===== src/bsx_pkg.sv =====
// Package: encodings, reset values and state types of the bank/xor execution block
package bsx_pkg;

  localparam logic [7:0] BANK_OPC  = 8'hB8;   // Bits 15:8 of the bank-load word
  localparam logic [7:0] XORL_OPC  = 8'hB4;   // Bits 15:8 of the literal xor word
  localparam logic [6:0] XORF_OPC  = 7'h06;   // Bits 15:9 of the register xor word
  localparam logic [2:0] MOVE_OPC  = 3'h3;    // Bits 15:13 of the move word
  localparam int         DEST_BIT  = 8;       // Destination select of the register xor
  localparam int         PAGE_MSB  = 12;      // Move destination field 12:8
  localparam int         PAGE_LSB  = 8;
  localparam logic [2:0] PAGE_HIGH = 3'h0;    // Move destination lives in 00h..1Fh
  localparam logic [7:0] WORK_RST  = 8'h00;
  localparam logic [7:0] BANK_RST  = 8'h00;
  localparam logic       ZERO_RST  = 1'b0;

  typedef enum logic [1:0] {
    Q1 = 2'b00,
    Q2 = 2'b01,
    Q3 = 2'b10,
    Q4 = 2'b11
  } bsx_quarter_type;

  typedef enum logic [2:0] {
    OP_NONE = 3'b000,
    OP_BANK = 3'b001,
    OP_XORL = 3'b010,
    OP_XORF = 3'b011,
    OP_MOVE = 3'b100
  } bsx_op_type;

  typedef struct packed {
    bsx_quarter_type q;
    bsx_op_type      op;
    logic [7:0]      lit;
    logic [4:0]      paddr;
    logic            to_file;
    logic [7:0]      operand;
    logic [7:0]      result;
    logic            zres;
    logic [7:0]      work;
    logic [7:0]      bank;
    logic            zero;
    logic            file_we;
    logic [7:0]      file_addr;
    logic [7:0]      file_wdata;
  } bsx_state_type;

  localparam bsx_state_type ST_RST = '{q: Q1, op: OP_NONE, lit: 8'h00, paddr: 5'h00,
    to_file: 1'b0, operand: 8'h00, result: 8'h00, zres: 1'b0, work: WORK_RST,
    bank: BANK_RST, zero: ZERO_RST, file_we: 1'b0, file_addr: 8'h00, file_wdata: 8'h00};

  // Bits 7:4 of the bank-load word are don't care
  function automatic bsx_op_type bsx_decode(input logic [15:0] word);
    if (word[15:8] == BANK_OPC)
      return OP_BANK;
    else if (word[15:8] == XORL_OPC)
      return OP_XORL;
    else if (word[15:9] == XORF_OPC)
      return OP_XORF;
    else if (word[15:13] == MOVE_OPC)
      return OP_MOVE;
    else
      return OP_NONE;
  endfunction

endpackage


===== src/bsx_alu_if.sv =====
// Interface: operands and result between the sequencer and the xor unit
`timescale 1ns/1ps
`default_nettype none
interface bsx_alu_if;
  logic [7:0] work;
  logic [7:0] operand;
  logic       pass;
  logic [7:0] result;
  logic       zero;
  modport core (output work, output operand, output pass, input result, input zero);
  modport alu  (input work, input operand, input pass, output result, output zero);
endinterface
`default_nettype wire


===== src/bsx_alu.sv =====
// Xor unit with pass-through for moves and zero detect
`timescale 1ns/1ps
`default_nettype none
module bsx_alu (
  bsx_alu_if.alu port_a
);
  always_comb begin
    port_a.result = port_a.pass ? port_a.operand : (port_a.work ^ port_a.operand);
    port_a.zero   = (port_a.result == 8'h00);
  end
endmodule // bsx_alu
`default_nettype wire


===== src/bsx_exec.sv =====
// Execution of bank-load, literal xor, register xor and low-page move
// How it works
// - bank-load writes literal into low bank bits
// - upper four bank bits stay unchanged
// - bank-load is 1011 1000 uuuu kkkk
// - one word, literal read Q2, written Q4
// - literal xor updates working register and zero
// - register xor with d=0 writes working register
// - d=1 writes file, working register kept
// - move copies source to destination, source kept
// - move source 00h-FFh, destination 00h-1Fh
`timescale 1ns/1ps
`default_nettype none
module bsx_exec (
  input  wire logic        mclk,
  input  wire logic        rst_n,
  input  wire logic        instr_valid,
  input  wire logic [15:0] instr,
  input  wire logic [7:0]  file_rdata,
  output logic [7:0]       file_addr,
  output logic [7:0]       file_wdata,
  output logic             file_we,
  output logic [7:0]       working_reg,
  output logic [7:0]       bank_select_reg,
  output logic             zero_flag,
  output logic [1:0]       quarter
);

  bsx_pkg::bsx_state_type state_reg;
  bsx_pkg::bsx_state_type state_next;
  bsx_alu_if              alu_bus ();

  bsx_alu u_alu (
    .port_a (alu_bus.alu)
  );

  assign alu_bus.work    = state_reg.work;
  assign alu_bus.operand = state_reg.operand;
  assign alu_bus.pass    = (state_reg.op == bsx_pkg::OP_MOVE);

  always_comb begin
    state_next         = state_reg;
    state_next.file_we = 1'b0;
    case (state_reg.q)
      bsx_pkg::Q1: begin
        // Decode; bits 7:4 of the bank-load word are latched into lit and file_addr but masked off before the operand
        state_next.q         = bsx_pkg::Q2;
        state_next.op        = instr_valid ? bsx_pkg::bsx_decode(instr)
                                           : bsx_pkg::OP_NONE;
        state_next.lit       = instr[7:0];
        state_next.paddr     = instr[bsx_pkg::PAGE_MSB:bsx_pkg::PAGE_LSB];
        state_next.to_file   = instr[bsx_pkg::DEST_BIT];
        state_next.file_addr = instr[7:0];
      end
      bsx_pkg::Q2: begin
        state_next.q = bsx_pkg::Q3;
        case (state_reg.op)
          bsx_pkg::OP_XORF,
          bsx_pkg::OP_MOVE: state_next.operand = file_rdata;
          bsx_pkg::OP_BANK: state_next.operand = {4'h0, state_reg.lit[3:0]};
          default:          state_next.operand = state_reg.lit;
        endcase
      end
      bsx_pkg::Q3: begin
        state_next.q          = bsx_pkg::Q4;
        state_next.result     = alu_bus.result;
        state_next.zres       = alu_bus.zero;
        state_next.file_wdata = alu_bus.result;
        if (state_reg.op == bsx_pkg::OP_MOVE) begin
          // Destination is forced into the low page
          state_next.file_we   = 1'b1;
          state_next.file_addr = {bsx_pkg::PAGE_HIGH, state_reg.paddr};
        end else if (state_reg.op == bsx_pkg::OP_XORF && state_reg.to_file) begin
          state_next.file_we = 1'b1;
        end
      end
      bsx_pkg::Q4: begin
        state_next.q = bsx_pkg::Q1;
        case (state_reg.op)
          bsx_pkg::OP_BANK: state_next.bank = {state_reg.bank[7:4],
                                               state_reg.operand[3:0]};
          bsx_pkg::OP_XORL: begin
            state_next.work = state_reg.result;
            state_next.zero = state_reg.zres;
          end
          bsx_pkg::OP_XORF: begin
            if (!state_reg.to_file)
              state_next.work = state_reg.result;
            state_next.zero = state_reg.zres;
          end
          default: ;
        endcase
      end
      default: state_next.q = bsx_pkg::Q1;
    endcase
  end

  always_ff @(posedge mclk) begin
    if (!rst_n)
      state_reg <= bsx_pkg::ST_RST;
    else
      state_reg <= state_next;
  end

  assign file_addr       = state_reg.file_addr;
  assign file_wdata      = state_reg.file_wdata;
  assign file_we         = state_reg.file_we;
  assign working_reg     = state_reg.work;
  assign bank_select_reg = state_reg.bank;
  assign zero_flag       = state_reg.zero;
  assign quarter         = state_reg.q;
endmodule // bsx_exec
`default_nettype wire


===== config.mk =====
export PLATFORM = sky130hd
export DESIGN_NAME = bsx_exec
export DESIGN_NICKNAME = d
export VERILOG_FILES = /design/src/bsx_pkg.sv /design/src/bsx_alu_if.sv /design/src/bsx_alu.sv /design/src/bsx_exec.sv
export SDC_FILE = /design/constraint.sdc
export NUM_CORES = 1
export LEC_CHECK = 0
export BUFFER_PORTS_ARGS = -buffer_cell sky130_fd_sc_hd__buf_4
export CORE_MARGIN = 1
export CORE_UTILIZATION = 30
export CTS_CLUSTER_SIZE = 28
export DETAILED_ROUTE_END_ITERATION = 10
export GPL_TIMING_DRIVEN = 1
export HOLD_SLACK_MARGIN = 0.15
export SYNTH_ARGS = -nofsm -noshare
export SYNTH_HDL_FRONTEND = slang
export SYNTH_SLANG_ARGS = --single-unit
export TNS_END_PERCENT = 100

===== constraint.sdc =====
create_clock -name mclk -period 3.8 [get_ports mclk]
set_input_delay 0.57 -clock mclk [delete_from_list [all_inputs] [get_ports mclk]]
set_output_delay 0.57 -clock mclk [all_outputs]
set_load 0.1 [all_outputs]

After elaboration in Yosys (flattened, before gate mapping). Cells that the tools add are included.

Eq/ne operators: 13. Reductions and logical operators: 12. Multiplexer cells: 14. Bitwise logic cells: 1.

Operators with widths (number): $pmux W8 S2 (3); $mux W8 (3); $eq A8 B8 Y1 const B (2); $mux W3 (5); $eq A3 B2 Y1 const B (3); $logic_not A8 Y1 (1); $pmux W2 S4 (1); $reduce_and A2 Y1 (4); $xor A8 B8 Y8 (1); $eq A7 B3 Y1 const B (1); $eq A2 B2 Y1 const B (2); $reduce_bool A2 Y1 (2); $reduce_or A2 Y1 (2); $eq A3 B1 Y1 const B (1); $eq A3 B3 Y1 const B (1); $reduce_and A3 Y1 (1); $eq A2 B1 Y1 const B (1); $logic_not A2 Y1 (1); $mux W1 (2); $ne A2 B1 Y1 const B (1); $ne A2 B2 Y1 const B (1); $logic_and A1 B1 Y1 (1).

Bits in registers: 58. Output and inout port bits: 36. Input bits: 27. Word-level logic and storage cells: 53.

Depth between registers and ports, before layout. Gate-level depths: netlist (run 1).

Depth after elaboration: 6. Gate-level depth with buffers: 8. Gate-level depth less buffers: 6.

Hierarchy. From an unflattened synthesis (run 1), not the netlist that was laid out.

Cell total of the unflattened synthesis: 320. Area total of the unflattened synthesis: 3069.2 um2.

Modules (own cells, without submodules): bsx_exec (cells an instance 287, seq. area each 1141.1 um2, area each 2813.9 um2, instances 1); bsx_alu (cells an instance 33, seq. area each 0.0 um2, area each 255.2 um2, instances 1).

Worst setup path after synthesis (run 1). No wires, ideal clock.

Path type: register to output. Start point: reg state_reg (netlist bit zero_flag). End point: out zero_flag. Slack: 2306 ps. Cell stages (with the launch flop): 1. Arrival: 924 ps. Data required time: 3230 ps. Buffers on the path: 0. Cell sequence: dfxtp_1.

RTL lines: start, declared (RTL line bsx_exec.sv:29) `bsx_pkg::bsx_state_type state_reg;`; start signal, assigned (RTL line bsx_exec.sv:100) `state_reg <= bsx_pkg::ST_RST;`; start signal, assigned (RTL line bsx_exec.sv:102) `state_reg <= state_next;`; end, declared (RTL line bsx_exec.sv:25) `output logic zero_flag,`.

No word-level cell between the ends.

Final worst setup path (run 1).
Start point: reg state_reg[67] (netlist bit). End point: reg state_reg (netlist bit file_addr[2]).

Word-level cells in the longest chain between the ends: 3.

RTL lines: $eq A3 B3 Y1 (RTL line bsx_exec.sv:69) `if (state_reg.op == bsx_pkg::OP_MOVE) begin`; $ne A2 B1 Y1 (no line); $reduce_and A2 Y1 (no line).

Every way passes these cells. A chain may end at the register's enable or synchronous reset.

==> results.cfg, run 1 <==
[yosys]
seq_area_frac_synth_pct = 39.4
synthFlopType = dfxtp_1
yosysMostFrequentCell = nor2_1
synthCells = 314
ys_top_cells_by_area = dfxtp_1 (39%), mux2i_1 (15%), buf_4 (9.6%), nor2_1 (7.8%), a211oi_1 (4.2%)
yosysUniqueCellTypes = 43
yosysWarnings = 0
netlist_top_cells_count = nor2_1 (60), dfxtp_1 (57), mux2i_1 (44)
synth.avg_cell_area_um2 = 9.21
netlist_area_um2 = 2890
async_reset_ff_share_pct = 0
yosysTopAreaCell = dfxtp_1
yosys.area.top_type_share_pct = 39.4
synth_seq_cells = 57
synth_edf_count = 0

[worst_hold_path]
min_path_cells = 2
min_from = state_reg[34]
min_path_type = flip-flop to flip-flop
hold-path-endpoint = zero_flag

[timing]
clock_skew_ns = 0.00940
slew_headroom_pct = 56.8
finalHoldViolCount = 0
finalSetupViolCount = 0
finalCritPeriodShare_pct = 50.0
rsz0062_at_grt = no
tns_ns = 0
finalMaxSlewViolations = 0
fmaxAchievable_mhz = 526
max_slew.worst_pin.slew_ns = 0.644
min_period_ns = 1.90

[routing]
drt-initial-drc-count = 67
vias_per_cell = 4.55
antenna_left = 0
wire_per_inst_um = 13.4
drc = 0
dr_total_vias = 2148
routed_wl_um = 6310
drt_pass1_iterations = 4

[placement]
portBuffers = 58
place_congestion = 0.728
placed_cells = 456
post-dp-hpwl_um = 4780

[cts]
clk_latency_ns = 0.33
htreeDepth = 3
post_cts_resized = 0
cts_made_buffers = 9
ctsHoldBuffers = 0
clockBufferDepth = 2
cts_setup_buffers = 0
clock-root-buffer = clkbuf_8
clock_sinks = 57
clk_pin_slew_ns = 0.06
cts_tree = built

[setup_path]
r2r-start = state_reg[67]
r2r-end = file_addr[2]
reg2reg_depth = 4
cp-end-kind = flip-flop
critPathArrivalTime_ns = 2.13
worstSetupPathType = flip-flop to flip-flop
regToRegSetupSlack_ns = 1.90
start_kind = flip-flop
critPathMaxFanout = 10
required_ns = 4.03

[cells_and_area]
antenna_cells = 0
finalNonFillerCells = 472
largest_register_ffs = 17
syn2layout_area_growth_pct = 16.5
nNetsFinal = 369
drive_gt1_share_pct = 25.1

[power]
p_leak_nw = 1.42
powerDensity_nw_per_um2 = 674
ir_drop_mv = 0.240

[outcome]
status = finished, final reports clean

[grt]
globalRouteOverflowTotal = 0
grt_pass1_wl_um = 10300
grt_start_max_net_pins = 30
antenna_found_initial = 0
grtUsageTotal_pct = 13.5
grt_pass1_vias = 2085

[floorplan]
dieHeight_um = 100
dieArea_um2 = 10000
start_util_pct = 31.2
core_um2 = 9280
num_io_pins = 63
die_x_um = 100
rows = 35

[run]
cap_violations = 0
## final cells by class
class                   count  area (µm²)
fillers                  1003        5910
multi-input cells         205        1400
flip-flops and latches     57        1140
repair buffers             61         458
well taps                 129         161
clock buffers              10         138
clock inverters             6        57.6
inverters                   4        15.0
## power breakdown
| part | internal [mW] | leakage (nW) | switching [mW] | total (mW) |
|---|---|---|---|---|
| Clock | 0.315 | 0.102 | 0.236 | 0.552 |
| Combinational | 0.266 | 0.856 | 0.667 | 0.933 |
| Sequential | 0.700 | 0.466 | 0.0886 | 0.788 |
| Total | 1.28 | 1.42 | 0.992 | 2.27 |
## kinds of logic after synthesis
| logic type | synth area share (%) |
|---|---|
| and+or+nand+nor | 16.4 |
| DFF | 39.4 |
| buffers and inverters | 12.6 |
| AOI/OAI and AO/OA | 11.2 |
| muxes | 15.2 |
| xor gates and xnor gates | 3.29 |
| adders and majority gates | 1.73 |
| other | 0.130 |
## cell usage in the layout (no fill, tap or decap), types with 3 or more instances in the layout
master    Yosys  routed
buf_4        37      61
nor2_1       60      60
dfxtp_1      57      57
mux2i_1      44      44
a211oi_1     16      16
nand2_1      12      12
clkbuf_8      0      10
a21oi_1       9       9
xor2_1        6       6
nand3_1       5       5
a221oi_1      4       4
nor4bb_1      4       4
a31oi_1       4       4
ha_1          4       4
conb_1        1       4
clkinv_2      0       4
nor2b_1       3       3
xnor2_1       3       3
o32ai_1       3       3
## worst max path at each step
| stage | startpoint | endpoint | slack (ns) | depth (start not counted) |
|---|---|---|---|---|
| 6_report | state_reg[67] | file_addr[2] | 1.90 | 4 |
| 5_1_grt | state_reg[67] | file_addr[0] | 1.66 | 4 |
| 4_1_cts | state_reg[67] | file_addr[2] | 1.86 | 4 |
| 3_5_place_dp | rst_n | alu_bus.operand[0] | 1.78 | 4 |
| 3_3_place_gp | rst_n | file_wdata[7] | 1.83 | 4 |
| 2_1_floorplan | zero_flag | zero_flag | 2.31 | 0 |
## worst max-delay path, cell delays in order, from the launching register on
cell	delay, ns
dfxtp_1	0.53
nor3b_2	0.56
a21o_1	0.41
nor2_1	0.08
a211oi_1	0.22
## routing by layer
layer | share of wire, % | track usage (%) | vias up
met3 | 4.7 | 4.87 | 6
met5 | 0 | 0 | -
met2 | 48 | 22.7 | 49
met1 | 46 | 16.0 | 993
met4 | 1.2 | 4.46 | 0
li1 | - | - | 1100
## metrics by stage
step | power (mW) | util, % | area [µm²] | worst slack, ns | hold slack, ns
floorplan | 1.63 | - | 2900 | 2.31 | 0.444
global placement | 1.73 | 34.2 | 3170 | 1.83 | 0.454
detailed placement | 1.74 | 34.2 | 3170 | 1.78 | 0.461
CTS | 2.30 | 36.3 | 3370 | 1.86 | 0.467
global route | 2.39 | 36.3 | 3370 | 1.66 | 0.476
finish | 2.27 | 36.3 | 3370 | 1.90 | 0.472
Note: power is estimated with default switching activity, not from simulation.
==> run 2: changes to the inputs <==
- clock period: 3.8 -> 1.6 ns (I/O delays scaled with it)
==> results.cfg, run 2 (same netlist as run 1, synthesis figures left out) <==
[cts]
cts_tree = built
clockBufferDepth = 2
cts_made_buffers = 9
clk_pin_slew_ns = 0.07
htreeDepth = 3
clock_sinks = 57
clock-root-buffer = clkbuf_8
clk_latency_ns = 0.35
cts_setup_buffers = 0

[timing]
rsz0062_at_grt = no
finalCritPeriodShare_pct = 93.4
fmaxAchievable_mhz = 669
clock_skew_ns = 0.00761
finalSetupViolCount = 0
finalHoldViolCount = 0
finalMaxSlewViolations = 0
min_period_ns = 1.49

[power]
ir_drop_mv = 0.482
p_leak_nw = 1.52
powerDensity_nw_per_um2 = 1500

[cells_and_area]
drive_gt1_share_pct = 29.5
nNetsFinal = 396
layout_common_cells = buf_4 (75), nor2_1 (60), dfxtp_1 (54)
fin_area_um2 = 3620
antenna_cells = 0
largest_register_ffs = 17
syn2layout_area_growth_pct = 25.0
fin_util_pct = 39.0
finalNonFillerCells = 499
layout_commonest_cell = buf_4

[routing]
routed_wl_um = 6690
drt_pass1_iterations = 4
antenna_left = 0
drc = 0
drt-initial-drc-count = 83
wire_per_inst_um = 13.4
dr_total_vias = 2281
vias_per_cell = 4.57

[grt]
grtUsageTotal_pct = 13.8
globalRouteOverflowTotal = 0
grt_pass1_wl_um = 10600
grt_pass1_vias = 2158
antenna_found_initial = 0
grt_start_max_net_pins = 39

[placement]
placed_area_um2 = 3300
post-dp-hpwl_um = 4920
place_congestion = 0.814
portBuffers = 58
placed_cells = 471

[outcome]
status = finished, final reports clean

[worst_hold_path]
min_path_cells = 3
min_path_type = input port to flip-flop

[floorplan]
num_io_pins = 63
dieArea_um2 = 10000
start_util_pct = 31.2
dieHeight_um = 100
core_um2 = 9280
rows = 35
die_x_um = 100

[setup_path]
start_kind = flip-flop
critPathArrivalTime_ns = 1.74
worstSetupPathType = flip-flop to flip-flop
cp-end-kind = flip-flop
reg2reg_depth = 5
critPathMaxFanout = 8
required_ns = 1.84

[run]
cap_violations = 0
==> run 2: layout make-up <==
cell class	instances	area [µm²]
inverters	4	15.0
clock buffers	9	124
clock inverters	7	47.5
multi-input cells	206	1430
fillers	967	5670
flip-flops and latches	57	1140
well taps	129	161
repair buffers	87	693
==> run 2: repair_timing <==
| action | 4_1_cts | 5_1_grt |
|---|---|---|
| gates cloned | 0 | 1 |
| hold buffers | 11 | 0 |
| resized for setup | 1 | 8 |
| endpoints found under the hold margin | 11 | 0 |
| pin swaps | 0 | 1 |
| setup endpoints to repair | 1 | 14 |
==> run 2: worst max-delay path, cell delays in order (launching register included) <==
cell and delay (ns):
dfxtp_2 0.40, or3b_4 0.46, and3_1 0.21, o21a_1 0.18
nand3_1 0.09, o21ai_2 0.05
==> run 2: stage by stage <==
step           total power, mW  hold WS, ns  setup TNS (ns)  worst slack, ns
6_report                  5.43        0.166               0            0.105
5_1_grt                   5.72        0.179               0         0.000939
4_1_cts                   5.48        0.150               0           0.0286
3_5_place_dp              4.27        0.476         -0.0107          -0.0107
3_3_place_gp              4.25        0.471               0           0.0737
2_1_floorplan             3.87        0.362               0            0.142
==> run 2: worst paths after layout <==
| kind | startpoint | end | slack, ns |
|---|---|---|---|
| setup reg to reg | state_reg[67] | state_reg[34] | 0.11 |
| setup / recovery | state_reg[67] | state_reg[34] | 0.11 |
| hold reg to reg | state_reg[34] | zero_flag | 0.49 |
| hold / removal | instr[11] | state_reg[55] | 0.17 |
==> run 2: routing by layer <==
| layer | wire length, µm | part of all wire [%] | global-route usage (%) | up-vias |
|---|---|---|---|---|
| li1 | - | - | - | 1156 |
| met1 | 3120 | 47 | 17.0 | 1060 |
| met2 | 3130 | 47 | 22.8 | 56 |
| met4 | 101 | 1.5 | 4.57 | 0 |
| met5 | 0 | 0 | 0 | - |
| met3 | 333 | 5.0 | 4.53 | 9 |
==> run 2: power breakdown <==
part           internal (mW)  switching (mW)  total [mW]  leakage, nW
Combinational          0.775            1.64        2.41        0.983
Sequential              1.66           0.200        1.86        0.468
Clock                  0.552           0.609        1.16       0.0733
==> run 3: changes to the inputs <==
- SETUP_SLACK_MARGIN: not set -> 0.5
==> results.cfg, run 3 (same netlist as run 1, synthesis figures left out) <==
[timing]
finalHoldViolCount = 0
finalMaxSlewViolations = 0
tns_ns = 0
clock_skew_ns = 0.00930
fmaxAchievable_mhz = 682
finalCritPeriodShare_pct = 91.6
min_period_ns = 1.47
rsz0062_at_grt = yes
finalSetupViolCount = 0

[cells_and_area]
seqCellArea_um2 = 1240
fin_util_pct = 53.5
largest_register_ffs = 17
n_fill_cell = 807
syn2layout_area_growth_pct = 71.7
layout_commonest_cell = buf_4
finalNonFillerCells = 542
nNetsFinal = 439
multi_input_area_um2 = 1720
layout_common_cells = buf_4 (66), nor2_1 (56), mux2i_1 (41)
antenna_cells = 0
fin_area_um2 = 4970
drive_gt1_share_pct = 55.2

[floorplan]
rows = 35
start_util_pct = 31.2
core_um2 = 9280
num_io_pins = 63
dieHeight_um = 100
die_x_um = 100
dieArea_um2 = 10000

[placement]
portBuffers = 58
post-dp-hpwl_um = 4810
placed_area_um2 = 3340
placed_cells = 465
place_congestion = 0.798

[routing]
routed_wl_um = 8680
dr_total_vias = 2573
vias_per_cell = 4.75
drt-initial-drc-count = 129
antenna_left = 0
drt_pass1_iterations = 4
drc = 0
wire_per_inst_um = 16.0

[setup_path]
critPathMaxFanout = 6
start_kind = flip-flop
worstSetupPathType = flip-flop to flip-flop
critPathArrivalTime_ns = 1.72
required_ns = 1.85
cp-end-kind = flip-flop

[cts]
clk_latency_ns = 0.35
clock_sinks = 57
cts_tree = built
clk_pin_slew_ns = 0.07
clock-root-buffer = clkbuf_8
htreeDepth = 3
clockBufferDepth = 2
cts_made_buffers = 9

[power]
powerDensity_nw_per_um2 = 1480
p_leak_nw = 2.03
ir_drop_mv = 0.474

[grt]
grt_pass1_wl_um = 12500
grt_start_max_net_pins = 53
globalRouteOverflowTotal = 0
antenna_found_initial = 0
grtUsageTotal_pct = 16.6
grt_pass1_vias = 2444

[outcome]
status = finished, final reports clean

[worst_hold_path]
min_path_type = input port to flip-flop

[run]
cap_violations = 0
==> run 3: metrics by stage <==
| step | worst slack (ns) | hold slack, ns | total power, mW |
|---|---|---|---|
| finish | 0.135 | 0.148 | 7.36 |
| global route | 0.0938 | 0.174 | 7.65 |
| CTS | 0.180 | 0.152 | 6.79 |
| detailed placement | 0.0710 | 0.460 | 4.31 |
| global placement | 0.0978 | 0.466 | 4.28 |
| floorplan | 0.164 | 0.356 | 4.01 |
==> run 3: critical path: stages (launching register included) <==
cell and delay (ns):
dfxtp_4 0.37, or3b_4 0.47, and3_4 0.19, o21a_1 0.21
nand3_2 0.07, o21ai_2 0.06
==> run 3: power breakdown <==
part	leakage, nW	internal [mW]	switching (mW)	total, mW
Combinational	1.43	1.77	2.00	3.77
Sequential	0.488	1.70	0.312	2.01
Clock	0.115	0.956	0.618	1.57
Total	2.03	4.43	2.93	7.36
==> run 3: layout make-up <==
cell class | count | area share [%]
Inverter | 4 | 0.554
Clock inverter | 5 | 1.56
Clock buffer | 11 | 3.05
Tap cell | 129 | 3.25
Multi-Input combinational cell | 207 | 34.7
Sequential cell | 57 | 25.0
Timing Repair Buffer | 129 | 31.9
==> run 3: metal layers <==
| metal | routed length [µm] | global-route usage [%] | vias to the layer above |
|---|---|---|---|
| li1 | - | - | 1241 |
| met1 | 3680 | 19.4 | 1233 |
| met2 | 4380 | 27.5 | 78 |
| met3 | 329 | 4.11 | 21 |
| met4 | 295 | 9.59 | 0 |
| met5 | 0 | 0 | - |
==> run 3: what timing repair did <==
action / 4_1_cts / 5_1_grt
gates resized for setup: 168 / 53
pin swaps: 20 / 30
hold buffers: 7 / 0
endpoints found under the hold margin: 7 / 0
endpoints found under the setup margin: 86 / 86
gates cloned: 3 / 2
setup buffers: 32 / 17
==> run 3: path summary, 6_finish.rpt <==
check,from,endpoint,slack (ns),depth (start not counted)
worst max-delay path,state_reg[65],state_reg[34],0.13,5
worst min-delay path,instr[6],state_reg[63],0.15,3
worst max register to register,state_reg[65],state_reg[34],0.13,5
worst min register to register,state_reg[34],zero_flag,0.49,2
